**src/rxe_pkg.sv**
```systemverilog
package rxe_pkg;

	// ****************************************
	// Register offsets inside one port window
	// ****************************************
	localparam logic [9:0] OFF_SL_STAT   = 10'h1F0;
	localparam logic [9:0] OFF_PD_WC     = 10'h200;
	localparam logic [9:0] OFF_PD_RC     = 10'h204;
	localparam logic [9:0] OFF_PD_RCE    = 10'h208;
	localparam logic [9:0] OFF_PD_MSK    = 10'h20C;
	localparam logic [9:0] OFF_PE_WC     = 10'h210;
	localparam logic [9:0] OFF_PE_RC     = 10'h214;
	localparam logic [9:0] OFF_PE_RCE    = 10'h218;
	localparam logic [9:0] OFF_PE_MSK    = 10'h21C;
	localparam logic [9:0] OFF_PATH_NOW  = 10'h230;
	localparam logic [9:0] OFF_CP_WC     = 10'h240;
	localparam logic [9:0] OFF_CP_RC     = 10'h244;
	localparam logic [9:0] OFF_CP_RCE    = 10'h248;
	localparam logic [9:0] OFF_CP_MSK    = 10'h24C;

	// ****************************************
	// Address split: port select above offset
	// ****************************************
	localparam int         ADDR_W        = 12;
	localparam int         PORT_LSB      = 10;

	// ****************************************
	// Defined bits and reset values
	// ****************************************
	localparam logic [31:0] SL_DEF       = 32'h0000_0EFF;
	localparam logic [31:0] SL_RST       = 32'h0000_0026;
	localparam int          SL_CD_BIT    = 9;
	localparam logic [31:0] PD_DEF       = 32'h01FF_07FF;
	localparam logic [31:0] PD_RST       = 32'h0000_0002;
	localparam logic [31:0] PE_DEF       = 32'h0000_07FF;
	localparam logic [31:0] PE_RST       = 32'h0000_0000;
	localparam logic [31:0] PATH_NOW_RST = 32'h0000_0002;
	localparam logic [31:0] CP_DEF       = 32'h0FFF_0003;
	localparam logic [31:0] CP_RST       = 32'h0000_0003;
	localparam int          PATH_N       = 11;
	localparam int          PULSE_LSB    = 16;

endpackage

```
**src/rxe_bank_if.sv**
```systemverilog
interface rxe_bank_if;
	logic [31:0] set;
	logic [31:0] wdata;
	logic        wc_wr;
	logic        rc_rd;
	logic        rce_wr;
	logic        msk_wr;
	logic [31:0] flags;
	logic [31:0] rce;
	logic [31:0] msk;
	logic        pend;

	modport bank (
		input  set, wdata, wc_wr, rc_rd, rce_wr, msk_wr,
		output flags, rce, msk, pend
	);
	modport ctl (
		output set, wdata, wc_wr, rc_rd, rce_wr, msk_wr,
		input  flags, rce, msk, pend
	);
endinterface

```
**src/rxe_sync2.sv**
```systemverilog
module rxe_sync2 #(
	parameter int W = 1
) (
	input  wire logic         clk,
	input  wire logic [W-1:0] d,
	output logic      [W-1:0] q
);
	logic [W-1:0] meta_r;

	// ****************************************
	// Two stages, no reset: the level must
	// follow the pin even while in reset
	// ****************************************
	always_ff @(posedge clk) begin
		meta_r <= d;
		q      <= meta_r;
	end
endmodule

```
**src/rxe_flag_bank.sv**
```systemverilog
module rxe_flag_bank #(
	parameter logic [31:0] DEF_BITS = 32'hFFFF_FFFF,
	parameter logic [31:0] FLAG_RST = 32'h0000_0000
) (
	input  wire logic clk,
	input  wire logic rst,
	rxe_bank_if.bank  bus
);
	logic [31:0] clr;

	always_comb begin
		clr = 32'h0000_0000;
		if (bus.wc_wr) begin
			clr = clr | bus.wdata; // RQ17
		end
		if (bus.rc_rd) begin
			clr = clr | bus.rce; // RQ9
		end
	end

	// ****************************************
	// Sticky flags: a new event beats a clear
	// ****************************************
	always_ff @(posedge clk) begin
		if (rst) begin
			bus.flags <= FLAG_RST;
		end else begin
			bus.flags <= ((bus.flags & ~clr) | bus.set) & DEF_BITS; // RQ17
		end
	end

	always_ff @(posedge clk) begin
		if (rst) begin
			bus.rce <= DEF_BITS; // RQ9
		end else if (bus.rce_wr) begin
			bus.rce <= bus.wdata & DEF_BITS;
		end
	end

	always_ff @(posedge clk) begin
		if (rst) begin
			bus.msk <= DEF_BITS; // RQ10
		end else if (bus.msk_wr) begin
			bus.msk <= bus.wdata & DEF_BITS;
		end
	end

	assign bus.pend = |(bus.flags & ~bus.msk); // RQ10
endmodule

```
**src/rxe_events.sv**
```systemverilog
// How it works
// RQ1: live word mirrors active section/line conditions
// RQ2: bit 9 reads 1 while carrier pin low
// RQ3: reset shows line alarm, LOF, OOF active
// RQ4: path defect onsets latch into bits 0-10
// RQ5: B3, REI, justifications latch bits 16-19
// RQ6: counter overflows latch bits 20-23
// RQ7: finished path trace capture sets bit 24
// RQ8: path detect views 0x200/0x204, reset 2
// RQ9: read-clear clears only enabled flags
// RQ10: mask 1 hides flag from interrupt
// RQ11: path defect ends latch, views 0x210/0x214
// RQ12: end flags have enable 0x218, mask 0x21C
// RQ13: path live word at 0x230, reset 2
// RQ14: cell/packet views 0x240/0x244, reset 3
// RQ15: packet errors latch bits 16-20
// RQ16: cell delineation losses latch bits 0-1
// RQ17: write 1 clears; same-cycle event wins
// RQ18: interrupt when unmasked flag is set
module rxe_events #(
	parameter logic [1:0] PORT_SEL = 2'h0
) (
	input  wire logic                    clk,
	input  wire logic                    rst,
	// Processor side
	input  wire logic                    cpu_cs,
	input  wire logic                    cpu_rd,
	input  wire logic                    cpu_wr,
	input  wire logic [rxe_pkg::ADDR_W-1:0] cpu_addr,
	input  wire logic [31:0]             cpu_wdata,
	output logic      [31:0]             cpu_rdata,
	output logic                         cpu_rd_valid,
	output logic                         irq,
	// Carrier detect pin, outside this clock
	input  wire logic                    carrier_detect_pin,
	// Section and line monitor levels
	input  wire logic                    loss_of_signal,
	input  wire logic                    out_of_frame,
	input  wire logic                    loss_of_frame,
	input  wire logic                    section_trace_mismatch,
	input  wire logic                    section_trace_unstable,
	input  wire logic                    line_alarm_indication,
	input  wire logic                    line_remote_defect,
	input  wire logic                    protection_switch_byte_fail,
	input  wire logic                    signal_fail,
	input  wire logic                    signal_degrade,
	// Path monitor levels
	input  wire logic                    loss_of_pointer,
	input  wire logic                    path_alarm_indication,
	input  wire logic                    single_bit_path_rdi,
	input  wire logic                    enh_rdi_server,
	input  wire logic                    enh_rdi_connectivity,
	input  wire logic                    enh_rdi_payload,
	input  wire logic                    path_label_mismatch,
	input  wire logic                    path_unequipped,
	input  wire logic                    path_label_unstable,
	input  wire logic                    path_trace_mismatch,
	input  wire logic                    path_trace_unstable,
	// Path one-cycle event pulses
	input  wire logic                    b3_error_seen,
	input  wire logic                    path_rei_seen,
	input  wire logic                    pos_justify_seen,
	input  wire logic                    neg_justify_seen,
	input  wire logic                    b3_error_count_ovf,
	input  wire logic                    path_rei_count_ovf,
	input  wire logic                    pos_justify_count_ovf,
	input  wire logic                    neg_justify_count_ovf,
	input  wire logic                    path_trace_stored,
	// Cell and packet monitor
	input  wire logic                    out_of_cell_delineation,
	input  wire logic                    loss_cell_delineation,
	input  wire logic                    abort_packet_seen,
	input  wire logic                    address_error_seen,
	input  wire logic                    fcs_error_seen,
	input  wire logic                    short_packet_seen,
	input  wire logic                    long_packet_seen,
	input  wire logic [6:0]              cell_packet_count_ovf
);

	// ****************************************
	// Address decode
	// ****************************************
	function automatic logic hit(
		input logic [rxe_pkg::ADDR_W-1:0] a,
		input logic [9:0]                 off
	);
		hit = (a[rxe_pkg::ADDR_W-1:rxe_pkg::PORT_LSB] == PORT_SEL)
			&& (a[rxe_pkg::PORT_LSB-1:0] == off);
	endfunction

	// High now and low at the last sample; swap the
	// arguments to get the end of a condition instead
	function automatic logic [rxe_pkg::PATH_N-1:0] onset(
		input logic [rxe_pkg::PATH_N-1:0] now,
		input logic [rxe_pkg::PATH_N-1:0] last
	);
		onset = now & ~last;
	endfunction

	logic        rd_go;
	logic        wr_go;
	logic        cd_sync;
	logic [31:0] sl_live;
	logic [31:0] path_lvl;
	logic [31:0] sl_stat_r;
	logic [31:0] path_now_r;
	logic [1:0]  cell_lvl_r;
	logic [31:0] rdata_nxt;
	logic        rd_hit;

	rxe_bank_if pd_if ();
	rxe_bank_if pe_if ();
	rxe_bank_if cp_if ();

	assign rd_go = cpu_cs && cpu_rd;
	assign wr_go = cpu_cs && cpu_wr;

	// ****************************************
	// Carrier detect pin crossing
	// ****************************************
	rxe_sync2 #(
		.W (1)
	) u_cd_sync (
		.clk (clk),
		.d   (carrier_detect_pin),
		.q   (cd_sync)
	);

	// ****************************************
	// Live status words
	// ****************************************
	always_comb begin
		sl_live     = 32'h0000_0000;
		sl_live[0]  = loss_of_signal; // RQ1
		sl_live[1]  = out_of_frame;
		sl_live[2]  = loss_of_frame;
		sl_live[3]  = section_trace_mismatch;
		sl_live[4]  = section_trace_unstable;
		sl_live[5]  = line_alarm_indication;
		sl_live[6]  = line_remote_defect;
		sl_live[7]  = protection_switch_byte_fail;
		sl_live[rxe_pkg::SL_CD_BIT] = ~cd_sync; // RQ2
		sl_live[10] = signal_fail;
		sl_live[11] = signal_degrade;
	end

	always_comb begin
		path_lvl     = 32'h0000_0000;
		path_lvl[0]  = loss_of_pointer;
		path_lvl[1]  = path_alarm_indication;
		path_lvl[2]  = single_bit_path_rdi;
		path_lvl[3]  = enh_rdi_server;
		path_lvl[4]  = enh_rdi_connectivity;
		path_lvl[5]  = enh_rdi_payload;
		path_lvl[6]  = path_label_mismatch;
		path_lvl[7]  = path_unequipped;
		path_lvl[8]  = path_label_unstable;
		path_lvl[9]  = path_trace_mismatch;
		path_lvl[10] = path_trace_unstable;
	end

	// Carrier bit follows the pin even in reset
	always_ff @(posedge clk) begin
		if (rst) begin
			sl_stat_r <= rxe_pkg::SL_RST; // RQ3
			sl_stat_r[rxe_pkg::SL_CD_BIT] <= ~cd_sync; // RQ2
		end else begin
			sl_stat_r <= sl_live & rxe_pkg::SL_DEF; // RQ1
		end
	end

	always_ff @(posedge clk) begin
		if (rst) begin
			path_now_r <= rxe_pkg::PATH_NOW_RST; // RQ13
		end else begin
			path_now_r <= path_lvl & rxe_pkg::PE_DEF; // RQ13
		end
	end

	// Reset to active so delineation already lost
	// at reset does not raise a second event
	always_ff @(posedge clk) begin
		if (rst) begin
			cell_lvl_r <= 2'h3;
		end else begin
			cell_lvl_r <= {loss_cell_delineation,
				out_of_cell_delineation};
		end
	end

	// ****************************************
	// Event sources for the three flag banks
	// ****************************************
	always_comb begin
		pd_if.set     = 32'h0000_0000;
		// Onset: live level high, last sample low
		pd_if.set[rxe_pkg::PATH_N-1:0] =
			onset(path_lvl[rxe_pkg::PATH_N-1:0],
				path_now_r[rxe_pkg::PATH_N-1:0]); // RQ4
		// Monitor pulses are one cycle wide already
		pd_if.set[16] = b3_error_seen; // RQ5
		pd_if.set[17] = path_rei_seen;
		pd_if.set[18] = pos_justify_seen;
		pd_if.set[19] = neg_justify_seen;
		pd_if.set[20] = b3_error_count_ovf; // RQ6
		pd_if.set[21] = path_rei_count_ovf;
		pd_if.set[22] = pos_justify_count_ovf;
		pd_if.set[23] = neg_justify_count_ovf;
		pd_if.set[24] = path_trace_stored; // RQ7
	end

	always_comb begin
		pe_if.set = 32'h0000_0000;
		pe_if.set[rxe_pkg::PATH_N-1:0] =
			onset(path_now_r[rxe_pkg::PATH_N-1:0],
				path_lvl[rxe_pkg::PATH_N-1:0]); // RQ11
	end

	always_comb begin
		cp_if.set     = 32'h0000_0000;
		cp_if.set[0]  = out_of_cell_delineation
			& ~cell_lvl_r[0]; // RQ16
		cp_if.set[1]  = loss_cell_delineation
			& ~cell_lvl_r[1]; // RQ16
		cp_if.set[16] = abort_packet_seen; // RQ15
		cp_if.set[17] = address_error_seen;
		cp_if.set[18] = fcs_error_seen;
		cp_if.set[19] = short_packet_seen;
		cp_if.set[20] = long_packet_seen;
		cp_if.set[27:21] = cell_packet_count_ovf; // RQ14
	end

	// ****************************************
	// Bank strobes
	// ****************************************
	assign pd_if.wdata  = cpu_wdata;
	assign pe_if.wdata  = cpu_wdata;
	assign cp_if.wdata  = cpu_wdata;
	// RQ8
	assign pd_if.wc_wr  = wr_go && hit(cpu_addr, rxe_pkg::OFF_PD_WC);
	assign pd_if.rc_rd  = rd_go && hit(cpu_addr, rxe_pkg::OFF_PD_RC);
	assign pd_if.rce_wr = wr_go && hit(cpu_addr, rxe_pkg::OFF_PD_RCE);
	assign pd_if.msk_wr = wr_go && hit(cpu_addr, rxe_pkg::OFF_PD_MSK);
	// RQ11
	assign pe_if.wc_wr  = wr_go && hit(cpu_addr, rxe_pkg::OFF_PE_WC);
	assign pe_if.rc_rd  = rd_go && hit(cpu_addr, rxe_pkg::OFF_PE_RC);
	// RQ12
	assign pe_if.rce_wr = wr_go && hit(cpu_addr, rxe_pkg::OFF_PE_RCE);
	assign pe_if.msk_wr = wr_go && hit(cpu_addr, rxe_pkg::OFF_PE_MSK);
	// RQ14
	assign cp_if.wc_wr  = wr_go && hit(cpu_addr, rxe_pkg::OFF_CP_WC);
	assign cp_if.rc_rd  = rd_go && hit(cpu_addr, rxe_pkg::OFF_CP_RC);
	assign cp_if.rce_wr = wr_go && hit(cpu_addr, rxe_pkg::OFF_CP_RCE);
	assign cp_if.msk_wr = wr_go && hit(cpu_addr, rxe_pkg::OFF_CP_MSK);

	rxe_flag_bank #(
		.DEF_BITS (rxe_pkg::PD_DEF),
		.FLAG_RST (rxe_pkg::PD_RST)
	) u_path_detect (
		.clk (clk),
		.rst (rst),
		.bus (pd_if)
	);

	rxe_flag_bank #(
		.DEF_BITS (rxe_pkg::PE_DEF),
		.FLAG_RST (rxe_pkg::PE_RST)
	) u_path_end (
		.clk (clk),
		.rst (rst),
		.bus (pe_if)
	);

	rxe_flag_bank #(
		.DEF_BITS (rxe_pkg::CP_DEF),
		.FLAG_RST (rxe_pkg::CP_RST)
	) u_cell_packet (
		.clk (clk),
		.rst (rst),
		.bus (cp_if)
	);

	// ****************************************
	// Read mux
	// ****************************************
	// Only this port's window answers: reads for
	// the other three ports leave the valid strobe
	// low, so four blocks can share one read bus
	// The read-clear views return the flags as
	// they stood before the clear takes effect
	always_comb begin
		rdata_nxt = 32'h0000_0000;
		rd_hit    = 1'b1;
		case (cpu_addr[rxe_pkg::PORT_LSB-1:0])
			rxe_pkg::OFF_SL_STAT:  rdata_nxt = sl_stat_r; // RQ1
			rxe_pkg::OFF_PD_WC,
			rxe_pkg::OFF_PD_RC:    rdata_nxt = pd_if.flags; // RQ8
			rxe_pkg::OFF_PD_RCE:   rdata_nxt = pd_if.rce;
			rxe_pkg::OFF_PD_MSK:   rdata_nxt = pd_if.msk;
			rxe_pkg::OFF_PE_WC,
			rxe_pkg::OFF_PE_RC:    rdata_nxt = pe_if.flags; // RQ11
			rxe_pkg::OFF_PE_RCE:   rdata_nxt = pe_if.rce; // RQ12
			rxe_pkg::OFF_PE_MSK:   rdata_nxt = pe_if.msk;
			rxe_pkg::OFF_PATH_NOW: rdata_nxt = path_now_r; // RQ13
			rxe_pkg::OFF_CP_WC,
			rxe_pkg::OFF_CP_RC:    rdata_nxt = cp_if.flags; // RQ14
			rxe_pkg::OFF_CP_RCE:   rdata_nxt = cp_if.rce;
			rxe_pkg::OFF_CP_MSK:   rdata_nxt = cp_if.msk;
			default: begin
				rdata_nxt = 32'h0000_0000;
			end
		endcase
		if (cpu_addr[rxe_pkg::ADDR_W-1:rxe_pkg::PORT_LSB] != PORT_SEL) begin
			rdata_nxt = 32'h0000_0000;
			rd_hit    = 1'b0;
		end
	end

	// Unmapped reads still answer, with zero,
	// so the processor never waits forever
	always_ff @(posedge clk) begin
		if (rst) begin
			cpu_rdata    <= 32'h0000_0000;
			cpu_rd_valid <= 1'b0;
		end else begin
			cpu_rdata    <= rd_go ? rdata_nxt : 32'h0000_0000;
			cpu_rd_valid <= rd_go && rd_hit;
		end
	end

	// ****************************************
	// Interrupt request
	// ****************************************
	// Registered so the request pin never glitches,
	// at the cost of one cycle after the flag
	always_ff @(posedge clk) begin
		if (rst) begin
			irq <= 1'b0;
		end else begin
			irq <= pd_if.pend || pe_if.pend || cp_if.pend; // RQ18
		end
	end

endmodule

```
**config.mk**
```make
export PLATFORM = sky130hd
export DESIGN_NAME = rxe_events
export DESIGN_NICKNAME = d
export VERILOG_FILES = /design/src/rxe_pkg.sv /design/src/rxe_bank_if.sv /design/src/rxe_sync2.sv /design/src/rxe_flag_bank.sv /design/src/rxe_events.sv
export SDC_FILE = /design/constraint.sdc
export NUM_CORES = 1
export LEC_CHECK = 0
export BUFFER_PORTS_ARGS = -buffer_cell sky130_fd_sc_hd__buf_2
export CORE_MARGIN = 2
export CORE_UTILIZATION = 35
export DETAILED_ROUTE_END_ITERATION = 12
export PLACE_DENSITY = 0.58
export SETUP_SLACK_MARGIN = 0.3
export SLEW_MARGIN = 30
export SYNTH_ARGS = -nofsm -noshare
export SYNTH_HDL_FRONTEND = slang
export SYNTH_HIERARCHICAL = 1
export SYNTH_SLANG_ARGS = --single-unit
```
**constraint.sdc**
```tcl
create_clock -name clk -period 3.3 [get_ports clk]
set_input_delay 0.165 -clock clk [delete_from_list [all_inputs] [get_ports clk]]
set_output_delay 0.165 -clock clk [all_outputs]
set_load 0.01 [all_outputs]
```
# After elaboration in Yosys (flattened, before gate mapping)
# Index checks and enable logic that the tools add are counted.
word_totals:
  ff_bits: 237
  latch_bits: 0
  mem_bits_rw: 0
  mem_bits_ro: 0
  inputBits: 94
  output_inout_bits: 34
  mem_count: 0
op_classes:
  addsub: 0
  multipliers: 0
  div: 0
  n_lt_le_gt_ge: 0
  eq_ne: 14
  n_shift: 0
  mux: 8
  bitwise: 28
  n_reduce_logical: 38
ops:
  columns: ["op", "n"]
  rows:
  - ["$pmux W32 S11", 1]
  - ["$eq A10 B10 Y1 const B", 13]
  - ["$reduce_or A32 Y1", 3]
  - ["$mux W28", 2]
  - ["$or A28 B28 Y28", 2]
  - ["$mux W25", 2]
  - ["$or A25 B25 Y25", 2]
  - ["$and A11 B11 Y11", 3]
  - ["$not A11 Y11", 3]
  - ["$and A11 B32 Y32", 1]
  - ["$and A25 B32 Y32", 1]
  - ["$and A28 B32 Y32", 1]
  - ["$not A11 Y32", 1]
  - ["$not A25 Y32", 1]
  - ["$not A28 Y32", 1]
  - ["$and A28 B28 Y28", 1]
  - ["$not A28 Y28", 1]
  - ["$logic_and A1 B1 Y1", 27]
  - ["$and A25 B25 Y25", 1]
  - ["$not A25 Y25", 1]
  - ["$mux W11", 2]
  - ["$or A11 B11 Y11", 2]
  - ["$eq A10 B9 Y1 const B", 1]
  - ["$reduce_or A2 Y1", 3]
  - ["other kinds (7)", 12]

# Longest topological paths before layout
# Gate-level depths: netlist of the first run.
logic_depth:
  word_depth: 9
  mapped_depth: 11
  depth_no_buf: 7

# Hierarchy
# The synthesis of the first run kept the hierarchy.
modules_own_cells:
  columns: ["module", "instances", "cells_each", "area_each_um2"]
  rows:
  - ["rxe_events", 1, 563, 4739.5]
  - ["rxe_flag_bank at u_path_detect", 1, 282, 2571.2]
  - ["rxe_flag_bank at u_cell_packet", 1, 226, 2073.2]
  - ["rxe_flag_bank at u_path_end", 1, 198, 1749.2]
  - ["rxe_sync2", 1, 2, 40.0]

# Worst setup path before layout of the first run
# OpenSTA, ideal clock, no wires.
synth_timing:
  kind: "in2reg"
  startpoint: "input cpu_addr[6] (netlist bit)"
  endpoint: "register u_path_detect.bus.msk[17]"
  setup_time_ps: 129
  t_arrival_ps: 2219
  t_required_ps: 3171
  path_slack_ps: 952
  path_stages: 11
  cell_sequence: "buf_6 > or4b_4 > buf_6 > buf_6 > buf_6 > or2_1 > nor2_1 > buf_2 > buf_4 > mux2i_1 > nand2_1"
synth_between:
  elab_chain_cells: 3
synth_rtl:
  columns: ["item", "line", "source"]
  rows:
  - ["start: declaration", "rxe_events.sv:29", "input wire logic [rxe_pkg::ADDR_W-1:0] cpu_addr,"]
  - ["$eq A10 B10 Y1", "rxe_events.sv:88", "&& (a[rxe_pkg::PORT_LSB-1:0] == off);"]
  - ["$logic_and A1 B1 Y1", "rxe_events.sv:88", null]
  - ["$logic_and A1 B1 Y1", "rxe_events.sv:243", "assign pd_if.msk_wr = wr_go && hit(cpu_addr, rxe_pkg::OFF_PD_MSK);"]
  - ["via pd_if.msk_wr", "rxe_bank_if.sv:7", "logic msk_wr;"]
  - ["end signal: assignment", "rxe_flag_bank.sv:44", "bus.msk <= bus.wdata & DEF_BITS;"]
  - ["end: declaration", "rxe_bank_if.sv:15", "output flags, rce, msk, pend"]
# The timed path passes the listed nets, and every way through them passes these cells.
# A chain may end at the register's enable or synchronous reset.

# Worst setup path after layout of the first run
layout_timing:
  startpoint: "input cpu_addr[6] (netlist bit)"
  endpoint: "register u_path_end.bus.msk[7]"
layout_between:
  elab_chain_cells: 3
layout_rtl:
  columns: ["item", "line", "source"]
  rows:
  - ["$eq A10 B10 Y1", "rxe_events.sv:88", null]
  - ["$logic_and A1 B1 Y1", "rxe_events.sv:88", null]
  - ["$logic_and A1 B1 Y1", "rxe_events.sv:249", "assign pe_if.msk_wr = wr_go && hit(cpu_addr, rxe_pkg::OFF_PE_MSK);"]
  - ["via pe_if.msk_wr", "rxe_bank_if.sv:7", null]
  - ["end signal: assignment", "rxe_flag_bank.sv:44", null]
  - ["end: declaration", "rxe_bank_if.sv:15", null]
# The timed path passes the listed nets, and every way through them passes these cells.

==> results of run 1 <==
[what timing repair did]
action | in CTS | in global routing
setup buffers | 0 | 0
endpoints found under the hold margin | 49 | 0
hold buffers | 47 | 0
[per-stage QoR]
step | instance area, sq um | hold slack (ns) | total power (W)
floorplan | 11700 | 0.193 | 0.00290
global placement | 11500 | 0.271 | 0.00294
detailed placement | 11500 | 0.271 | 0.00295
CTS | 12600 | 0.00243 | 0.00508
global route | 12600 | 0.00798 | 0.00523
finish | 12600 | 0.00591 | 0.00506
[tightest hold or removal path, delay by kind of cell]
| family | cells | cell delay, ns |
|---|---|---|
| mux | 1 | 0.07 |
| simple gates | 1 | 0.05 |
| buf+inv | 1 | 0.12 |
[registers in the layout (all words and copies together), names as in the netlist, 14 cells and up]
name,count
u_path_detect/bus.flags,20
u_path_detect/bus.msk,20
u_cell_packet/bus.flags,14
u_cell_packet/bus.msk,14
cpu_rdata,32
u_path_detect/bus.rce,20
u_cell_packet/bus.rce,14
[final timing paths]
path,start,cells after the start,slack (ns),to
worst max register to register,u_path_detect/bus.msk[2],6,1.51,irq
worst max-delay path,cpu_addr[6],8,1.21,u_path_end/bus.msk[7]
worst min-delay path,cpu_wdata[25],3,0.006,u_cell_packet/bus.msk[25]
worst min register to register,u_cd_sync/meta_r,0,0.33,u_cd_sync/q
[report_power, final]
part | internal (W) | total, W | switching, W
Sequential | 0.00240 | 0.00245 | 0.0000434
Combinational | 0.000207 | 0.000496 | 0.000289
Clock | 0.00108 | 0.00212 | 0.00104
[layer usage]
metal	track usage (%)	wire [um]	vias to the layer above	share of wire [%]
li1	-	-	4476	-
met1	26.0	14600	4355	44
met4	8.48	1170	4	3.5
met2	32.6	15500	348	46
met5	0	24	-	0.072
met3	4.07	2230	57	6.7
[cell type report]
type                            count  area [sq um]
Fill cell                        3179         18900
Multi-Input combinational cell    944          6090
Sequential cell                   195          3900
Timing Repair Buffer              203          1350
Tap cell                          402           503
Clock buffer                       17           425
Clock inverter                     15           173
Inverter                           40           150
Antenna cell                        1          2.50
==> flow_summary.toml, run 1 <==
[final_layout]
mostFrequentLayoutCells = "dfxtp_1 (195), conb_1 (153), mux2i_1 (144), nand2_1 (121), buf_2 (117)"
layout.nets = 1495
fin_util_pct = 40.0
fin_cells = 1817
areaGrowthSynthToFinish_pct = 12.8
drive_gt1_share_pct = 17.1
layout_commonest_cell = "dfxtp_1"

[placed_design]
dp.final_hpwl_um = 23600
routabilityCongestion = 0.892
dp_worst_setup_slack_ns = 0.806
port_buffers = 118
dp.cells = 1737

[worst_setup_path]
crit_arrival_ns = 2.38
crit_top_cell = "nand2_1"
critical_path.max_fanout = 24
worstPathCellList = "buf_2, or4b_4, nor2_2, nand2_1, nor2_1, buf_4, mux2i_1, nand2_1"
end_kind = "register"
crit_required_ns = 3.59
crit_family = "simple AND/OR/NAND/NOR gates"
path_buf_inv = 2
path_class = "primary input to register"
start_kind = "primary input"
crit_slowest_cell = "or4b_4"
slowest_delay_ns = 0.74

[yosys]
yosys_warnings = 6
syn_inst = 1270
synth.avg_cell_area_sq_um = 8.79
syn_area_sq_mm = 0.0112

[grt]
overflow = 0
grt_pass1_vias = 8870
grt_start_max_net_pins = 34
antenna_found_initial = 3
grt_pass1_wl_um = 51200
track_usage_pct = 20.1

[clock_network]
cts_root_buf = "clkbuf_16"
cts_sinks = 195
cts_tree = "done"
numCtsBuffers = 17
clk_latency_ns = 0.44
cts.clk_slew.worst_paths_ns = 0.08
cts-htree-levels = 4
ctsLongestPathBuffers = 2
post_cts_resized = 0

[timing]
max_freq_ghz = 0.478
relSlewSlack_pct = 35.6
rsz0062_at_grt = "no"
finalSetupViolCount = 0
hold_viol_final = 0
period_minus_slack_ns = 2.09
min_period_over_period_pct = 63.4
setup_ws_ns = 1.21
setup_tns_ns = 0
slew_violations = 0
max_slew.worst_pin.slew_ns = 0.966
clock_skew_ns = 0.0108

[floorplan]
num_rows = 65
boundaryPins = 128
coreArea_sq_mm = 0.0315
die_width_um = 183
die_h_um = 183
initial_core_util_pct = 35.5
die_area_sq_mm = 0.0334

[routing]
wire_per_inst_um = 18.4
ant_nets = 0
dr.pass1.iters = 5
vias = 9240
drt_iter0_drc = 686
viasPerCell = 5.09
wirelength_um = 33500
post-route-drc-count = 0

[outcome]
outcome = "finished clean"

[flow_run]
drv.max_cap_violation_count = 0

[power_and_ir_drop]
ir_worst_vdd_mv = 0.284
power.density_mw_per_mm2 = 401
leakagePower_nw = 4.99

[worst_hold_path]
holdCritPathClass = "primary input to register"
(Power assumes the default switching activity.)
==> inputs of run 2 (changes only) <==
ABC_AREA = 1   (was default)
PLACE_DENSITY = 0.6   (was 0.58)
clock period = 1.8 ns   (was 3.3 ns; I/O delays follow)
==> run 2 against run 1 <==
Compared with the run above: sequential share of layout area decreased by 1.5 points; die area is 1.1% higher; largest power group unchanged; critical path depth is 1 higher; critical path type is now register to register; synthesized cell count rose by 43%; clock skew rose by 0.010 ns; clock power rose by 95%; critical endpoint is now irq.
==> flow_summary.toml, run 2 <==
[routing]
dr.pass1.iters = 7
ant_nets = 0
wirelength_um = 34900
wire_per_inst_um = 14.5
drt_iter0_drc = 750
viasPerCell = 4.54
post-route-drc-count = 0
vias = 10933

[flow_run]
drv.max_cap_violation_count = 0

[clock_network]
ctsLongestPathBuffers = 2
cts_sinks = 195
cts_root_buf = "clkbuf_16"
cts.clk_slew.worst_paths_ns = 0.08
cts-htree-levels = 4
cts_tree = "done"
numCtsBuffers = 17
clk_latency_ns = 0.45
post-cts-setup-buffers = 0

[floorplan]
num_rows = 65
die_area_sq_mm = 0.0337
boundaryPins = 128
initial_core_util_pct = 35.7
coreArea_sq_mm = 0.0316
die_width_um = 184
die_h_um = 184

[timing]
hold_viol_final = 0
min_period_over_period_pct = 80.3
slew_violations = 0
rsz0062_at_grt = "no"
finalSetupViolCount = 0
max_freq_ghz = 0.692
setup_tns_ns = 0
period_minus_slack_ns = 1.45
clock_skew_ns = 0.0211

[final_layout]
regMostFlops = "cpu_rdata"
mostFrequentLayoutCells = "nand2_1 (653), nor2_1 (209), dfxtp_1 (195), inv_1 (183), conb_1 (153)"
largest_reg_flops = 32
fin_util_pct = 41.8
n_antenna_cell = 0
areaGrowthSynthToFinish_pct = 17.1
layout_commonest_cell = "nand2_1"
layout.nets = 2089
drive_gt1_share_pct = 11.8

[yosys]
syn_area_sq_mm = 0.0113
syn_inst = 1812
synth.avg_cell_area_sq_um = 6.23
yosys_warnings = 6

[grt]
track_usage_pct = 20.9
antenna_found_initial = 0
grt_start_max_net_pins = 37
overflow = 0
grt_pass1_vias = 10079
grt_pass1_wl_um = 53800

[worst_setup_path]
start_kind = "register"
crit_arrival_ns = 1.79
crit_required_ns = 2.14
end_kind = "register"
path_class = "register to register"
critical_path.max_fanout = 2

[placed_design]
routabilityCongestion = 0.885
port_buffers = 118
dp.final_hpwl_um = 23200

[power_and_ir_drop]
power.density_mw_per_mm2 = 702
ir_worst_vdd_mv = 0.776
leakagePower_nw = 6.89

[outcome]
outcome = "finished clean"

[worst_hold_path]
holdCritPathClass = "primary input to register"
run 2: cell count changes in the layout (fill, tap and decap cells not counted), moves of 19 or more:
cell	change
a22oi_1	-63
o211ai_1	-19
nor2_1	+136
nand3_1	+138
dlygate4sd3_1	+26
a32oi_1	-23
a21oi_1	+47
a31oi_1	-24
nand2_1	+532
o2bb2ai_1	-24
inv_1	+144
nor2b_1	-51
mux2i_1	-144
run 2: area by class of cell:
cell class | count | area [sq um]
fillers | 3361 | 18400
multi-input cells | 1347 | 5580
flip-flops and latches | 195 | 3900
repair buffers | 241 | 1870
inverters | 193 | 727
well taps | 402 | 503
clock buffers | 19 | 453
clock inverters | 13 | 180
run 2: routing by layer:
metal  vias to the layer above  global-route usage (%)  part of all wire [%]
met2                       375                    36.9                    48
met4                         0                    5.92                   1.9
li1                       5597                       -                     -
met1                      4914                    26.3                    44
met3                        47                    3.13                   6.2
met5                         -                       0                     0
run 2: final timing paths:
check | startpoint | end | slack, ns | cells past startpoint
setup / recovery | u_path_detect/bus.msk[9] | irq | 0.35 | 9
setup reg to reg | u_path_detect/bus.msk[9] | irq | 0.35 | 9
hold / removal | cpu_rd | cpu_rd_valid | 0.18 | 3
hold reg to reg | u_cd_sync/meta_r | u_cd_sync/q | 0.33 | 0
run 2: power breakdown:
group          leakage [nW]  internal [W]  total [W]  switching (W)
registers              1.59       0.00441    0.00448      0.0000690
clock network         0.305       0.00240    0.00414        0.00175
logic                  4.99      0.000288   0.000656       0.000368
run 2: through the flow:
| step | hold slack (ns) | cell area (sq um) | power [W] | cells | worst slack [ns] |
|---|---|---|---|---|---|
| final | 0.177 | 13200 | 0.00928 | 2410 | 0.355 |
| after CTS | 0.144 | 13200 | 0.00934 | 2410 | 0.319 |
| after floorplan | 0.118 | 11900 | 0.00510 | 1962 | 0.346 |
| after global placement | 0.194 | 11900 | 0.00509 | 2305 | 0.183 |
| after global routing | 0.179 | 13200 | 0.00958 | 2410 | 0.304 |
| after detailed placement | 0.194 | 11900 | 0.00510 | 2305 | 0.148 |
run 2: worst max-delay path, stage by stage, from the launching register on:
cell     delay (ns)
dfxtp_1        0.34
inv_1          0.06
nand2_1        0.05
nand2_1        0.09
nor2_1         0.24
nand2_1        0.10
nor2_1         0.09
nand2_1        0.06
nor3_2         0.24
nor2_1         0.07
run 2: repair_timing:
action                     4_1_cts  5_1_grt
setup endpoints to repair        0        1
hold endpoints to repair       148        0
resized for setup                0        1
hold buffers                    73        0
==> inputs of run 3 (changes only) <==
PLACE_DENSITY = 0.58   (was 0.6)
clock period = 1.45 ns   (was 1.8 ns; I/O delays follow)
==> run 3 against run 2 <==
Compared with the run above: first-iteration DRC count up 1.9%; critical path depth unchanged; non-clock buffer count rose by 42; critical path type unchanged; worst hold slack worse by 0.16 ns; largest power group unchanged; sequential share of layout area decreased by 1.1 points; combinational power up 32%.
==> flow_summary.toml, run 3 (same netlist as run 2, synthesis figures left out) <==
[final_layout]
drive_gt1_share_pct = 16.3
mostFrequentLayoutCells = "nand2_1 (640), nor2_1 (194), dfxtp_1 (183), inv_1 (175), conb_1 (153)"
regMostFlops = "cpu_rdata"
layout.nets = 2131
n_antenna_cell = 0
largest_reg_flops = 32
layout_commonest_cell = "nand2_1"
areaGrowthSynthToFinish_pct = 22.2

[power_and_ir_drop]
ir_worst_vdd_mv = 0.891
leakagePower_nw = 7.15
power.density_mw_per_mm2 = 857

[timing]
clock_skew_ns = 0.00827
setup_ws_ns = 0.212
period_minus_slack_ns = 1.24
finalSetupViolCount = 0
hold_viol_final = 0
slew_violations = 0
rsz0062_at_grt = "yes"
fin_hold_ws_ns = 0.0126
max_freq_ghz = 0.808
min_period_over_period_pct = 85.4

[routing]
wire_per_inst_um = 14.6
ant_nets = 0
viasPerCell = 4.52
wirelength_um = 35700
vias = 11071
dr.pass1.iters = 6
drt_iter0_drc = 764
post-route-drc-count = 0

[grt]
grt_pass1_vias = 10405
overflow = 0
antenna_found_initial = 0
track_usage_pct = 21.5
grt_pass1_wl_um = 55900
grt_start_max_net_pins = 38

[worst_setup_path]
crit_top_cell = "nand2_1"
path_class = "register to register"
start_kind = "register"
crit_family = "simple AND/OR/NAND/NOR gates"
crit_slowest_cell = "dfxtp_1"
r2r_start = "u_path_detect/bus.msk[17]"
slowest_delay_ns = 0.33
crit_required_ns = 1.78
end_kind = "register"
path_buf_inv = 2
startpoint = "u_path_detect/bus.msk[17]"
crit_arrival_ns = 1.57
worstPathCellList = "inv_1, nand2_1, o21ai_0, inv_1, nand2_1, nor2_1, nand2_1, nor3_4, nor2_1"
critical_path.max_fanout = 2

[worst_hold_path]
holdCritPathClass = "primary input to register"
hold_start = "cpu_rd"

[floorplan]
die_h_um = 184
boundaryPins = 128
die_area_sq_mm = 0.0337
initial_core_util_pct = 35.7
num_rows = 65
die_width_um = 184
coreArea_sq_mm = 0.0316

[placed_design]
port_buffers = 118
dp_worst_setup_slack_ns = -0.129
routabilityCongestion = 0.843
dp.final_hpwl_um = 25000

[clock_network]
cts_sinks = 195
clk_latency_ns = 0.44
cts.clk_slew.worst_paths_ns = 0.07
ctsLongestPathBuffers = 2
numCtsBuffers = 17
cts_root_buf = "clkbuf_16"
cts-htree-levels = 4
cts_tree = "done"

[flow_run]
drv.max_cap_violation_count = 0

[outcome]
outcome = "finished clean"
-- run 3: changes by cell type in the layout (fill, tap and decap cells not counted), sizes merged --
cell	before	now
buf	168	214
dlygate4sd3	73	69
clkinvlp	3	0
bufinv	4	5
clkbuf	19	20
clkinv	6	5
inv	193	194
-- run 3: per-layer routing --
layer | track usage [%] | wire, um
met4 | 5.76 | 575
met5 | 0 | 0
met3 | 3.27 | 2100
met1 | 27.0 | 15500
met2 | 38.4 | 17600
-- run 3: layout make-up --
cell class              count  area [sq um]
fillers                  3323         17800
flip-flops and latches    195          3920
multi-input cells        1347          5760
inverters                 193           732
well taps                 402           503
clock buffers              20           457
repair buffers            283          2220
clock inverters            11           199
-- run 3: power by group --
| group | switching (W) | internal, W | total [W] |
|---|---|---|---|
| Combinational | 0.000484 | 0.000382 | 0.000865 |
| Clock | 0.00222 | 0.00317 | 0.00538 |
| Sequential | 0.0000976 | 0.00547 | 0.00557 |
-- run 3: repair_timing --
action	CTS	global route
resized for setup	27	22
endpoints found under the hold margin	155	0
endpoints found under the setup margin	1	75
hold buffers	69	0
setup buffers	2	0
cloned	0	0
pin swaps	10	4
-- run 3: worst register-to-register path: cells and delay by family (launching register included) --
family / cells / cell delay, ns
DFF: 1 / 0.33
and+or+nand+nor: 6 / 0.61
AOI/OAI and AO/OA: 1 / 0.08
buffers and inverters: 2 / 0.12
-- run 3: worst paths after layout --
kind	end	slack [ns]	cells past startpoint
setup / recovery	irq	0.21	9
hold / removal	cpu_rd_valid	0.01	3
setup reg to reg	irq	0.21	9
hold reg to reg	u_cd_sync/q	0.33	0
-- run 3: metrics by stage --
stage                     instance area (sq um)  utilization (%)  power, W  cells  setup TNS (ns)
after floorplan                           12000                -   0.00634   1962               0
after global placement                    12300             38.9   0.00638   2349           -3.40
after detailed placement                  12300             38.9   0.00639   2349           -4.90
after CTS                                 13700             43.4    0.0119   2451               0
after global routing                      13800             43.6    0.0122   2451               0
final                                     13800             43.6    0.0118   2451               0
